### src/common/hsr_regs.vh
// Constants for the high-speed redriver mode controller
`ifndef HSR_REGS_VH
`define HSR_REGS_VH

// Timing figures in microseconds, clock period in nanoseconds
`define HSR_CLK_NS 100'd10
`define HSR_US_NS 10'd1000
`define HSR_CHIRP_MIN_US 18
`define HSR_CHIRP_MAX_US 128
`define HSR_RST_PW_US 100
`define HSR_READY_US 500
// Cycle counts: least times round up, longest round down
`define HSR_CHIRP_MIN_CYC ((`HSR_CHIRP_MIN_US*1000+9)/10)
`define HSR_CHIRP_MAX_CYC ((`HSR_CHIRP_MAX_US*1000)/10)
`define HSR_RST_PW_CYC ((`HSR_RST_PW_US*1000+9)/10)
`define HSR_READY_CYC ((`HSR_READY_US*1000)/10)
// Timebase width: one microsecond tick from a divider
`define HSR_TICK_DIV 7'd99
`define HSR_CNT_W 16

// Strap decode codes from the resistor-sensing front end
`define HSR_STRAP_LVL0 2'h0
`define HSR_STRAP_LVL1 2'h1
`define HSR_STRAP_LVL2 2'h2
`define HSR_STRAP_OPEN 2'h3
`define HSR_BOOST_DEFAULT 2'h3

// Line states reported by the analog front end
`define HSR_LINE_SE0 2'h0
`define HSR_LINE_J 2'h1
`define HSR_LINE_K 2'h2
`define HSR_LINE_SE1 2'h3

`endif

### src/design/hsr_ctrl.v
// Mode and flag control for a high-speed USB redriver
// Notes on behaviour
// - Boost strap captured once after reset release
// - Open strap selects boost level three
// - Strap resistor range decodes to two-bit level
// - One level drives edge and DC boost
// - HS-active flag driven as output after reset
// - Fixture then test packet raises HS-active
// - Squelch after good handshake raises HS-active
// - Good handshake: chirp J then K, 18-128us
// - Low disable input holds reset and shutdown
// - Pull-up detected from unconnected raises attach
// - Disconnect clears attach flag
// - Attach pin undriven while disabled
// - Disable low 100us recognised as valid reset
// - Ready within 500us after disable release
// - LS/FS: attach high, HS-active low, no boost
// - HS mode: boost on, both flags high
// - Compliance mode: attach low, HS-active high
// - Disable low 100us in HS enters compliance mode
`timescale 1ns/1ps
`include "hsr_regs.vh"

module hsr_ctrl (
  input wire i_mclk,
  input wire i_sys_rst,
  input wire i_disable_n_input,
  input wire [1:0] i_boost_level_strap,
  input wire i_pullup_seen,
  input wire i_disconnect_seen,
  input wire i_fixture_seen,
  input wire i_test_packet_seen,
  input wire i_squelch,
  input wire i_bus_reset,
  input wire [1:0] i_line_state,
  output reg o_attach_flag,
  output reg o_attach_flag_oe_n,
  output reg o_hs_active_flag,
  output reg o_hs_active_flag_oe_n,
  output reg o_comp_enable,
  output reg [1:0] o_edge_boost,
  output reg [1:0] o_dc_boost,
  output reg o_ready
);

  localparam ST_OFF = 7'b000_0001;
  localparam ST_WAKE = 7'b000_0010;
  localparam ST_IDLE = 7'b000_0100;
  localparam ST_FIXT = 7'b000_1000;
  localparam ST_FS = 7'b001_0000;
  localparam ST_HS = 7'b010_0000;
  localparam ST_COMP = 7'b100_0000;

  localparam integer CHIRP_MIN_I = `HSR_CHIRP_MIN_CYC;
  localparam integer CHIRP_MAX_I = `HSR_CHIRP_MAX_CYC;
  localparam integer RST_PW_I = `HSR_RST_PW_CYC;
  localparam integer READY_I = `HSR_READY_CYC;
  localparam [15:0] CHIRP_MIN = CHIRP_MIN_I[15:0];
  localparam [15:0] CHIRP_MAX = CHIRP_MAX_I[15:0];
  localparam [15:0] RST_PW = RST_PW_I[15:0];
  localparam [15:0] READY_CYC = READY_I[15:0];
  // Settling well inside the ready limit
  localparam [15:0] WAKE_CYC = 16'h0100;

  // Chirp handshake tracker
  localparam HS_WAIT = 4'b0001;
  localparam HS_J = 4'b0010;
  localparam HS_K = 4'b0100;
  localparam HS_GOOD = 4'b1000;

  reg [6:0] state;
  reg [6:0] next_state;
  reg [3:0] hsk;
  reg [15:0] chirp_cnt;
  reg [15:0] low_cnt;
  reg [15:0] wake_cnt;
  reg pw_valid;
  reg was_hs;
  reg [1:0] boost;
  reg strap_taken;
  wire chirp_ok;

  function [1:0] strap_decode;
    input [1:0] code;
    begin
      case (code)
        `HSR_STRAP_LVL0: strap_decode = 2'h0;
        `HSR_STRAP_LVL1: strap_decode = 2'h1;
        `HSR_STRAP_LVL2: strap_decode = 2'h2;
        default: strap_decode = `HSR_BOOST_DEFAULT;
      endcase
    end
  endfunction

  assign chirp_ok = (chirp_cnt >= CHIRP_MIN) && (chirp_cnt <= CHIRP_MAX);

  // Low-pulse width measured while disabled; kept across the disable
  always @(posedge i_mclk or posedge i_sys_rst) begin
    if (i_sys_rst) begin
      low_cnt <= 16'h0000;
      pw_valid <= 1'b0;
      was_hs <= 1'b0;
    end else if (!i_disable_n_input) begin
      if (low_cnt != 16'hffff)
        low_cnt <= low_cnt + 16'h0001;
      if (low_cnt >= RST_PW - 16'h0001)
        pw_valid <= 1'b1;
      if (state == ST_HS)
        was_hs <= 1'b1;
    end else begin
      low_cnt <= 16'h0000;
      if (state == ST_WAKE && wake_cnt == 16'h0000) begin
        pw_valid <= 1'b0;
        was_hs <= 1'b0;
      end
    end
  end

  // Strap caught once after release, ignored thereafter
  always @(posedge i_mclk or posedge i_sys_rst) begin
    if (i_sys_rst) begin
      boost <= `HSR_BOOST_DEFAULT;
      strap_taken <= 1'b0;
    end else if (!i_disable_n_input) begin
      strap_taken <= 1'b0;
    end else if (!strap_taken) begin
      boost <= strap_decode(i_boost_level_strap);
      strap_taken <= 1'b1;
    end
  end

  // Handshake tracker; squelch only counts after a full J-K pair
  always @(posedge i_mclk or posedge i_sys_rst) begin
    if (i_sys_rst) begin
      hsk <= HS_WAIT;
      chirp_cnt <= 16'h0000;
    end else if (!i_disable_n_input || state != ST_FS) begin
      hsk <= HS_WAIT;
      chirp_cnt <= 16'h0000;
    end else begin
      case (hsk)
        HS_WAIT: begin
          // Entry edge is the first J cycle, so J and K count alike
          chirp_cnt <= 16'h0001;
          if (i_bus_reset && i_line_state == `HSR_LINE_J)
            hsk <= HS_J;
        end
        HS_J: begin
          if (i_line_state == `HSR_LINE_J) begin
            if (chirp_cnt != 16'hffff)
              chirp_cnt <= chirp_cnt + 16'h0001;
          end else if (i_line_state == `HSR_LINE_K && chirp_ok) begin
            hsk <= HS_K;
            chirp_cnt <= 16'h0001;
          end else
            hsk <= HS_WAIT;
        end
        HS_K: begin
          if (i_line_state == `HSR_LINE_K) begin
            if (chirp_cnt != 16'hffff)
              chirp_cnt <= chirp_cnt + 16'h0001;
          end else if (chirp_ok)
            hsk <= HS_GOOD;
          else
            hsk <= HS_WAIT;
        end
        HS_GOOD: hsk <= HS_GOOD;
        default: hsk <= HS_WAIT;
      endcase
    end
  end

  always @* begin
    next_state = state;
    case (state)
      ST_OFF:
        if (i_disable_n_input)
          next_state = ST_WAKE;
      ST_WAKE:
        if (wake_cnt == 16'h0000) begin
          if (pw_valid && was_hs)
            next_state = ST_COMP;
          else
            next_state = ST_IDLE;
        end
      ST_IDLE:
        if (i_fixture_seen)
          next_state = ST_FIXT;
        else if (i_pullup_seen)
          next_state = ST_FS;
      ST_FIXT:
        if (i_test_packet_seen)
          next_state = ST_COMP;
        else if (!i_fixture_seen)
          next_state = ST_IDLE;
      ST_FS:
        if (i_disconnect_seen)
          next_state = ST_IDLE;
        else if (hsk == HS_GOOD && i_squelch)
          next_state = ST_HS;
      ST_HS:
        if (i_disconnect_seen)
          next_state = ST_IDLE;
      ST_COMP:
        next_state = ST_COMP;
      default: next_state = ST_OFF;
    endcase
  end

  // Wake countdown stays far below the ready limit
  always @(posedge i_mclk or posedge i_sys_rst) begin
    if (i_sys_rst) begin
      state <= ST_OFF;
      wake_cnt <= 16'h0000;
    end else if (!i_disable_n_input) begin
      state <= ST_OFF;
      wake_cnt <= (WAKE_CYC < READY_CYC) ? WAKE_CYC : READY_CYC;
    end else begin
      state <= next_state;
      if (state == ST_WAKE && wake_cnt != 16'h0000)
        wake_cnt <= wake_cnt - 16'h0001;
    end
  end

  // Registered pin drive; flags cleared and undriven in shutdown
  always @(posedge i_mclk or posedge i_sys_rst) begin
    if (i_sys_rst) begin
      o_attach_flag <= 1'b0;
      o_attach_flag_oe_n <= 1'b1;
      o_hs_active_flag <= 1'b0;
      o_hs_active_flag_oe_n <= 1'b1;
      o_comp_enable <= 1'b0;
      o_edge_boost <= 2'h0;
      o_dc_boost <= 2'h0;
      o_ready <= 1'b0;
    end else if (!i_disable_n_input || next_state == ST_OFF) begin
      o_attach_flag <= 1'b0;
      o_attach_flag_oe_n <= 1'b1;
      o_hs_active_flag <= 1'b0;
      o_hs_active_flag_oe_n <= 1'b1;
      o_comp_enable <= 1'b0;
      o_edge_boost <= 2'h0;
      o_dc_boost <= 2'h0;
      o_ready <= 1'b0;
    end else begin
      o_attach_flag_oe_n <= 1'b0;
      o_hs_active_flag_oe_n <= 1'b0;
      o_ready <= (next_state != ST_WAKE);
      o_attach_flag <= (next_state == ST_FS) ||
                       (next_state == ST_HS);
      o_hs_active_flag <= (next_state == ST_HS) ||
                          (next_state == ST_COMP);
      o_comp_enable <= (next_state == ST_HS) ||
                       (next_state == ST_COMP);
      o_edge_boost <= (next_state == ST_HS || next_state == ST_COMP) ?
                      boost : 2'h0;
      o_dc_boost <= (next_state == ST_HS || next_state == ST_COMP) ?
                    boost : 2'h0;
    end
  end

endmodule // hsr_ctrl

### config.mk
export PLATFORM = sky130hd
export DESIGN_NAME = hsr_ctrl
export DESIGN_NICKNAME = d
export VERILOG_FILES = /design/src/design/hsr_ctrl.v
export VERILOG_INCLUDE_DIRS = /design/src /design/src/common
export SDC_FILE = /design/constraint.sdc
export NUM_CORES = 1
export LEC_CHECK = 0
export BUFFER_PORTS_ARGS = -buffer_cell sky130_fd_sc_hd__buf_2
export CAP_MARGIN = 20
export CORE_MARGIN = 2
export CORE_UTILIZATION = 60
export CTS_CLUSTER_DIAMETER = 120
export DETAILED_ROUTE_END_ITERATION = 8
export HOLD_SLACK_MARGIN = 0.06
export PLACE_DENSITY = 0.87
export SLEW_MARGIN = 0
export SYNTH_ARGS = -nofsm -noshare
export SYNTH_HDL_FRONTEND = slang
export SYNTH_SLANG_ARGS = --single-unit
### constraint.sdc
create_clock -name i_mclk -period 3.01 [get_ports i_mclk]
set_input_delay 0.602 -clock i_mclk [delete_from_list [all_inputs] [get_ports i_mclk]]
set_output_delay 0.602 -clock i_mclk [all_outputs]
set_load 0.05 [all_outputs]
==> results of run 1 <==
how the worst min path moves through the flow:
stage,endpoint,start
final,chirp_cnt[15],i_sys_rst
after global routing,chirp_cnt[0],i_sys_rst
after CTS,chirp_cnt[0],i_sys_rst
after detailed placement,o_dc_boost[1],boost[1]
after global placement,o_dc_boost[0],boost[0]
after floorplan,o_dc_boost[0],boost[0]
metrics by stage:
step	setup WS [ns]	hold slack [ns]	instance area [um2]	std cells
finish	0.267	0.373	4300	527
global route	0.0168	0.438	4300	527
CTS	0.288	0.397	4300	527
detailed placement	0.324	0.468	4100	511
global placement	0.408	0.464	4100	511
floorplan	0.565	0.456	3950	428
layout make-up:
| type | count | share of cell area (%) |
|---|---|---|
| clock buffer | 12 | 3.38 |
| clock inverter | 4 | 1.11 |
| inverter | 16 | 1.40 |
| multi-input combinational | 319 | 46.9 |
| sequential | 70 | 40.9 |
| tap | 77 | 2.24 |
| timing repair buffer | 29 | 4.08 |
cell families (layout without fill, tap and decap cells):
group           Yosys count  count (layout)  synth area share, %
mux                       7               7                 1.84
simple gates            194             194                 26.9
flops                    70              70                 44.5
xor+xnor                 24              24                 5.32
compound gates           90              90                 15.6
buf+inv                  39              61                 4.50
fa+ha+maj                 4               4                 1.27
cells in the final DEF, fill, tap and decap left out, types with 11 or more instances in the layout:
cell type	synthesis	routed
buf_2	7	22
or4_1	16	16
dfrtp_1	65	65
xnor2_1	11	11
a21oi_1	26	26
xor2_1	13	13
nor4_1	11	11
nor3_1	14	14
inv_1	16	15
nor2_1	51	51
nand4_1	12	12
o21ai_0	13	13
nand2_1	26	26
nand3_1	19	19
metal layers:
metal / GRT usage [%] / vias up
met5: 0 / -
met4: 9.09 / 0
met3: 4.47 / 11
met2: 39.5 / 105
met1: 33.2 / 1650
li1: - / 1619
critical path: cells and delay by family, from the launching register on:
kind | cells | cell delay (ns)
and+or+nand+nor | 3 | 0.99
DFF | 1 | 0.49
AOI/OAI and AO/OA | 3 | 1.18
report_power, final:
part	total, mW	leakage, nW	switching, mW	internal, mW
sequential	1.02	0.943	0.0353	0.984
combinational	0.252	0.778	0.166	0.0861
clock	0.762	0.0964	0.358	0.403
total	2.03	1.82	0.559	1.47
registers in the layout (all words and copies together), names as in the netlist:
| name | cells |
|---|---|
| chirp_cnt | 16 |
| low_cnt | 16 |
| wake_cnt | 16 |
| state | 7 |
| hsk | 4 |
| boost | 2 |
| o_dc_boost | 2 |
| o_attach_flag | 1 |
| o_comp_enable | 1 |
| o_hs_active_flag_oe_n | 1 |
| o_ready | 1 |
| pw_valid | 1 |
| strap_taken | 1 |
| was_hs | 1 |
cell usage after synthesis, types with 5 or more instances:
cell type and instances:
clkbuf_1 10, or3_1 6, buf_2 7, nand4_1 12, a21oi_1 26, o31ai_1 10, nor4_1 11, nand2_1 26
or4_1 16, nor2b_1 7, xnor2_1 11, inv_1 16, nor2_1 51, mux2i_1 5, dfrtp_1 65, dfstp_2 5
nand2b_1 6, nor3_1 14, nand3_1 19, o21ai_0 13, xor2_1 13
==> qor.yml, run 1 <==
die_x_um: 85.1
antenna_cells: 0
path_cells: "or4_4 > nor2_1 > nand3_2 > a211oi_2 > o21ai_0 > a21oi_1"
gp_congestion: 0.882
cts.sinks: 70
post-dp-hpwl_mm: 5.90
cts_resized: 0
reg2reg_depth: 6
peakVddDrop_mv: 0.414
synth_seq_area_share_pct: 44.5
reg2reg_from: "state[3]"
met1Wirelength_mm: 3.76
start_util_pct: 62.2
antenna_left: 0
drc: 0
post-cts-setup-buffers: 0
cap_violations: 0
r2r_setup_slack_ns: 0.27
synth.avg_cell_area_um2: 9.23
layout-drive-gt1-share_pct: 14.4
antenna_found_initial: 0
route.met3.wl_um: 429
root_buffer: "clkbuf_8"
status: "finished, final reports clean"
cp_data_required_time_ns: 3.29
fin_crit_sh_pct: 91.1
ios: 23
port_buffers: 22
hold_path_class: "in2async"
met2RoutedLength_mm: 3.98
start_kind: "register"
slowest_stage: "a211oi_2"
path_class: "reg2reg"
multi_input_area_mm2: 0.00201
cts_max_path_buffers: 2
die_area_mm2: 0.00725
nNetsFinal: 462
tightest_slew_ns: 0.989
ys.flop_type: "dfrtp_1"
fillers: 504
hold_violations: 0
p_per_area_mw_per_mm2: 473
fp.coreArea_mm2: 0.00635
first_pass_iters: 7
critical-path-max-stage-delay_ns: 0.82
clk_pin_slew_ns: 0.08
endpoint: "chirp_cnt[2]"
grt_usage_pct: 24.5
setup_viol: 0
layout.core_utilization_pct: 67.7
h-tree-depth: 3
wl_mm: 8.29
max_freq_mhz: 365
ys_ff_latch: 70
first_global_vias: 3141
cp.arrival_ns: 3.02
num_rows: 29
cp_max_fo: 19
via_per_inst: 6.42
crit_start: "state[3]"
cts_tree: "done"
register_area_mm2: 0.00176
ys_types: 63
yosysWarnings: 0
avgRoutedWirePerCell_um: 15.7
grt_max_degree: 37
setup_tns_ns: 0
cts_hold_buf: 0
synth.top_cell.area_share_pct: 41.2
power_mw: 2.03
rsz0062_at_grt: "false"
clk_latency_ns: 0.36
vias: 3385
top_layer: "met4"
numCtsBuffers: 9
synth_nets: 445
synth_area_mm2: 0.00395
synth_top_area_cell: "dfrtp_1"
die_y_um: 85.1
synth_area_leaders: "dfrtp_1 41%, nor2_1 4.8%, dfstp_2 3.3%"
async_flop_share_pct: 100
grt_pass1_wl_mm: 14.3
areaGrowthSynthToFinish_pct: 8.77
synth_edf_count: 0
r2r_end: "chirp_cnt[2]"
fin_crit_ns: 2.74
grt_overflow: 0
leakage_nw: 1.82
slew_violations: 0
dr.first_iter.drc_count: 227
relSlewSlack_pct: 33.9
fin_skew_ns: 0.0106
endpoint_kind: "register"
syn_inst: 428
No activity file was read; power rests on OpenSTA's default activity.
==> inputs of run 2 (changes only) <==
Settings changed: CORE_ASPECT_RATIO set to 1.5.
==> run 2 against run 1 <==
Effect of this change:
- clock skew is 0.0014 ns higher
- count of clock-buffer cells in the layout is 1 higher
- sequential cell count stayed put
- clock power is 14% higher
- sequential share of layout area is 0.40 points lower
- first-iteration DRC count is 4.8% higher
- non-clock buffer count is 3 higher
- critical path depth stayed put
==> qor.yml, run 2 (synthesis results as in run 1) <==
post-cts-setup-buffers: 0  # unchanged
cts_hold_buf: 0  # unchanged
max_freq_mhz: 364  # -0.15%
final_cell_mix: "65 x dfrtp_1, 51 x nor2_1, 26 x a21oi_1, 26 x nand2_1, 22 x buf_2"
final_common_cell: "dfrtp_1"
fin_skew_ns: 0.0120  # +0.00141 ns
cellInternalPower_mw: 1.58  # +7.3%
cts.sinks: 70  # unchanged
post-dp-hpwl_mm: 5.95  # +0.79%
rsz0062_at_grt: "false"
num_rows: 36  # +24%
slowest_stage: "a211oi_2"
setup_viol: 0  # unchanged
port_buffers: 22  # unchanged
antenna_cells: 0  # unchanged
hold_path_class: "reg2reg"
cts_tree: "done"
grt_pass1_wl_mm: 14.5  # +1.4%
grt_overflow: 0  # unchanged
pwr-share-seq_pct: 47.8  # -2.4 points
path_class: "reg2reg"
relSlewSlack_pct: 32.5  # -1.5 points
via_per_inst: 6.46  # +0.53%
p_comb_share_pct: 11.6  # -0.8 points
r2r_end: "chirp_cnt[2]"
nNetsFinal: 465  # +0.65%
status: "finished, final reports clean"
cap_violations: 0  # unchanged
p_switching_mw: 0.556  # -0.62%
whs_path_depth: 2
die_x_um: 70.3  # -17%
clk_latency_ns: 0.36  # about the same
cts_max_path_buffers: 2  # unchanged
fp.coreArea_mm2: 0.00644  # +1.4%
ios: 23  # unchanged
cp_max_fo: 19  # unchanged
layout-drive-gt1-share_pct: 15.0  # +0.57 points
leakage_nw: 1.84  # +1.4%
avgRoutedWirePerCell_um: 16.1  # +2.1%
drc: 0  # unchanged
p_per_area_mw_per_mm2: 493  # +4.1%
h-tree-depth: 3  # unchanged
path_cells: "or4_4 > nor2_1 > nand3_2 > a211oi_2 > o21ai_0 > a21oi_1"
grt_max_degree: 71  # +92%
start_util_pct: 61.3  # -0.88 points
setup_ws_ns: 0.263  # -0.00405 ns
reg2reg_from: "state[3]"
reg2reg_depth: 6  # unchanged
reg_top3: "chirp_cnt (16), low_cnt (16), wake_cnt (16)"
die_area_mm2: 0.00726  # +0.18%
clockPowerShare_pct: 40.7  # +3.2 points
preCtsSetupSlack_ns: 0.300  # -0.0241 ns
fin_crit_ns: 2.75  # +0.00405 ns
first_global_vias: 3254  # +3.6%
cp_data_required_time_ns: 3.29  # about the same
setup_tns_ns: 0  # unchanged
areaGrowthSynthToFinish_pct: 9.85
min_from: "boost[1]"
r2r_setup_slack_ns: 0.26  # about the same
fin_crit_sh_pct: 91.3  # +0.13 points
vias: 3416  # +0.92%
peakVddDrop_mv: 0.383  # -7.6%
antenna_found_initial: 0  # unchanged
first_pass_iters: 5  # -2
switching_share_pct: 26.0  # -1.5 points
slew_violations: 0  # unchanged
antenna_left: 0  # unchanged
cp.arrival_ns: 3.03  # about the same
hold_violations: 0  # unchanged
layout.core_utilization_pct: 67.4  # -0.30 points
endpoint_kind: "register"
critical-path-max-stage-delay_ns: 0.84  # +0.02 ns
dr.first_iter.drc_count: 238  # +4.8%
tightest_slew_ns: 1.01  # +0.0220 ns
root_buffer: "clkbuf_8"
start_kind: "register"
min_to: "o_dc_boost[1]"
grt_usage_pct: 24.9  # +0.43 points
gp_congestion: 0.866  # -1.9%
numCtsBuffers: 9  # unchanged
cts_resized: 0  # unchanged
die_y_um: 103  # +21%
wl_mm: 8.50  # +2.5%
clk_pin_slew_ns: 0.08  # about the same
==> run 2: cell count changes in the layout (fill, tap and decap cells not counted) <==
cell	previous run	this run
buf_12	1	0
buf_4	6	10
bufinv_16	1	2
clkbuf_8	10	11
clkinv_2	2	0
==> run 2: layout make-up <==
type | instances | area, um2
inverter | 16 | 60.1
tap | 76 | 95.1
clock buffer | 13 | 159
clock inverter | 3 | 67.6
timing repair buffer | 32 | 185
multi-input combinational | 319 | 2010
sequential | 70 | 1760
fill | 506 | 2100
==> run 2: worst max-delay path by stage <==
| stage | cells past startpoint | slack, ns | from | endpoint |
|---|---|---|---|---|
| 2_1_floorplan | 7 | 0.56 | i_line_state[0] | chirp_cnt[7] |
| 3_3_place_gp | 6 | 0.40 | state[3] | chirp_cnt[2] |
| 3_5_place_dp | 6 | 0.30 | state[3] | chirp_cnt[2] |
| 4_1_cts | 6 | 0.29 | state[3] | chirp_cnt[2] |
| 5_1_grt | 6 | 0.03 | state[3] | chirp_cnt[2] |
| 6_report | 6 | 0.26 | state[3] | chirp_cnt[2] |
==> run 2: metrics by stage <==
stage                     area [um2]  hold WS [ns]  total power [mW]  std cells
final                           4340         0.476              2.14        529
after detailed placement        4110         0.465              1.28        513
after floorplan                 3950         0.456              1.22        428
after CTS                       4340         0.474              2.15        529
after global routing            4340         0.479              2.22        529
after global placement          4110         0.461              1.27        513
==> run 2: routing by layer <==
layer | vias to the layer above | routed length, um | GRT usage, %
met2 | 97 | 4470 | 43.0
met1 | 1677 | 3500 | 29.6
met5 | - | 0 | 0
li1 | 1627 | - | -
met4 | 0 | 161 | 12.4
met3 | 15 | 364 | 5.33
==> run 2: worst max-delay path: cells and delay by family, from the launching register on <==
kind / cells / cell delay [ns]
flops: 1 / 0.49
compound gates: 3 / 1.22
simple gates: 3 / 0.96
==> run 2: power by group through the flow <==
stage | clock network, mW | logic, mW | registers (mW)
global placement | 0 | 0.240 | 1.03
floorplan | 0 | 0.170 | 1.05
finish | 0.869 | 0.247 | 1.02
detailed placement | 0 | 0.246 | 1.04
global route | 0.915 | 0.275 | 1.03
CTS | 0.881 | 0.249 | 1.02
==> inputs of run 3 (changes only) <==
Settings changed: ABC_AREA set to 1, PLACE_DENSITY 0.87 to 0.86, RECOVER_POWER set to 50.
==> run 3 against run 2 <==
Effect of this change:
- the flow now finishes with violations (max-capacitance violations, max-slew violations)
- via count is 19% higher
- global-route usage is 2.5 points higher
- first-iteration DRC count is 4.6% lower
- die area is 8.3% higher
- area after synthesis is 8.7% higher
- sequential power hardly changed
- clock skew is 0.0033 ns lower
- utilization is 0.46 points higher
- cell count is 33% higher
==> qor.yml, run 3 <==
antenna_left: 0  # unchanged
areaGrowthSynthToFinish_pct: 8.95
top_layer: "met4"
final_common_cell: "nand2_1"
clk_pin_slew_ns: 0.07  # about the same
synth_nets: 614  # +38%
die_area_mm2: 0.00786  # +8.3%
wl_mm: 9.86  # +16%
fillers: 606  # +20%
met2RoutedLength_mm: 5.36  # +20%
port_buffers: 22  # unchanged
cts_tree: "done"
grt_pass1_wl_mm: 16.6  # +15%
start_kind: "register"
ys_ff_latch: 70  # unchanged
hold_violations: 0  # unchanged
grt_overflow: 0  # unchanged
die_x_um: 73.1  # +4.0%
cts.sinks: 70  # unchanged
root_buffer: "clkbuf_8"
cap_violations: 1  # +1
setup_viol: 0  # unchanged
slew_violations: 71  # +71
register_area_mm2: 0.00176  # unchanged
via_per_inst: 5.76  # -11%
tightest_slew_ns: 1.72  # +0.713 ns
first_pass_iters: 5  # unchanged
post-cts-setup-buffers: 0  # unchanged
fp.coreArea_mm2: 0.00690  # +7.1%
setup_tns_ns: 0  # unchanged
dpl_cell_area_mm2: 0.00446  # +8.5%
first_global_vias: 3972  # +22%
ios: 23  # unchanged
drc: 0  # unchanged
fin_crit_sh_pct: 71.9  # -19 points
fin_area_mm2: 0.00468  # +7.8%
multi_input_area_mm2: 0.00212  # +5.3%
antenna_cells: 0  # unchanged
cp.arrival_ns: 2.37  # -0.66 ns
dr.first_iter.drc_count: 227  # -4.6%
synth_seq_area_share_pct: 40.9  # -3.6 points
peakVddDrop_mv: 0.322  # -16%
avgRoutedWirePerCell_um: 14.0  # -13%
synth_area_mm2: 0.00429  # +8.7%
synth_area_leaders: "dfrtp_1 38%, nand2_1 10%, nor2_1 7.9%"
synth.avg_cell_area_um2: 7.19  # -22%
grt_max_degree: 71  # unchanged
path_class: "reg2reg"
cts_hold_buf: 0  # unchanged
fin_skew_ns: 0.00862  # -0.00335 ns
status: "finished, violations left"
syn_inst: 597  # +39%
final_cell_mix: "118 x nand2_1, 90 x nor2_1, 80 x inv_1"
hold_path_class: "in2reg"
cp_max_fo: 8  # -11
max_freq_mhz: 462  # +27%
layout-drive-gt1-share_pct: 13.4  # -1.6 points
h-tree-depth: 3  # unchanged
grt_usage_pct: 27.4  # +2.5 points
leakage_nw: 2.30  # +25%
ys_types: 43  # -32%
reg_top3: "chirp_cnt (16), low_cnt (16), wake_cnt (16)"
met1Wirelength_mm: 3.82  # +9.1%
yosysWarnings: 0  # unchanged
antenna_found_initial: 0  # unchanged
num_rows: 37  # +2.8%
power_mw: 2.11  # -1.4%
rsz0062_at_grt: "false"
clk_latency_ns: 0.36  # about the same
die_y_um: 108  # +4.1%
synth_edf_count: 0  # unchanged
gp_congestion: 0.929  # +7.3%
cts_max_path_buffers: 2  # unchanged
synth.top_cell.area_share_pct: 37.9  # -3.3 points
relSlewSlack_pct: -14.9  # -47 points
vias: 4059  # +19%
numCtsBuffers: 9  # unchanged
fin_crit_ns: 2.16  # -0.583 ns
synth_top_area_cell: "dfrtp_1"
ys.flop_type: "dfrtp_1"
endpoint_kind: "register"
synthMostInstantiatedCell: "nand2_1"
synth_common_cells: "118 x nand2_1, 90 x nor2_1, 78 x inv_1, 65 x dfrtp_1, 52 x nand3_1"
p_per_area_mw_per_mm2: 451  # -8.5%
start_util_pct: 62.3  # +0.93 points
violations: "max-capacitance violations, max-slew violations"
cp_data_required_time_ns: 3.21  # -0.08 ns
route.met3.wl_um: 401  # +10%
async_flop_share_pct: 100  # unchanged
cts_resized: 0  # unchanged
post-dp-hpwl_mm: 7.31  # +23%
nNetsFinal: 639  # +37%
[run 3: cell types whose count changed after synthesis, moves of 11 or more]
cell / change
nand2_1: +92
inv_1: +62
nor2_1: +39
nand3_1: +33
or4_1: -16
inv_2: +13
o21ai_0: +11
[run 3: cells by family after synthesis]
family	synth area share [%]
AO/OA/AOI/OAI	10.3
XOR/XNOR	1.84
adder cells (fa/ha/maj)	1.17
buffers and inverters	9.64
flip-flops	40.9
AND/OR/NAND/NOR	36.2
[run 3: per-layer routing]
metal  GRT usage [%]  vias up
li1                -     1990
met1            29.9     1917
met5               0        -
met4            11.9        0
met3            5.99       28
met2            49.5      124
[run 3: worst paths after layout]
kind                                   startpoint  slack (ns)  cells after the start            to
max                                   wake_cnt[0]        0.85                     11  wake_cnt[14]
min                        i_boost_level_strap[1]        0.48                      3      boost[1]
max reg2reg                           wake_cnt[0]        0.85                     11  wake_cnt[14]
min reg2reg                              boost[1]        0.48                      2      boost[1]
max in group asynchronous               i_sys_rst        1.14                      3  wake_cnt[15]
min in group asynchronous               i_sys_rst        0.82                      3    low_cnt[4]
[run 3: area by class of cell]
cell class                      count  area share (%)
Sequential cell                    70            37.6
Tap cell                           78            2.09
Timing Repair Buffer               24            2.51
Inverter                           92            7.41
Clock inverter                      7            2.41
Clock buffer                        9            2.65
Multi-Input combinational cell    425            45.4
[run 3: worst max-delay path: stages, from the launching register on]
cell	delay, ns
dfrtp_1	0.41
inv_1	0.07
ha_1	0.15
inv_1	0.07
nor3_2	0.27
nand3_1	0.20
nand2_2	0.22
inv_2	0.12
nor2_2	0.15
inv_1	0.11
a21oi_1	0.17
nor3b_2	0.06
[run 3: power by group]
group          total, mW  leakage (nW)  switching [mW]  internal [mW]
clock network      0.913         0.119           0.368          0.545
registers          0.993         0.942          0.0206          0.972
logic              0.202          1.24           0.147         0.0549
[run 3: stage by stage]
| step | std cells | hold WS [ns] | worst slack, ns | utilization [%] |
|---|---|---|---|---|
| floorplan | 597 | 0.451 | 0.648 | - |
| global placement | 689 | 0.460 | 0.997 | 64.7 |
| detailed placement | 689 | 0.470 | 0.929 | 64.7 |
| CTS | 705 | 0.315 | 0.906 | 68.1 |
| global route | 705 | 0.488 | 0.615 | 67.8 |
| finish | 705 | 0.479 | 0.846 | 67.8 |
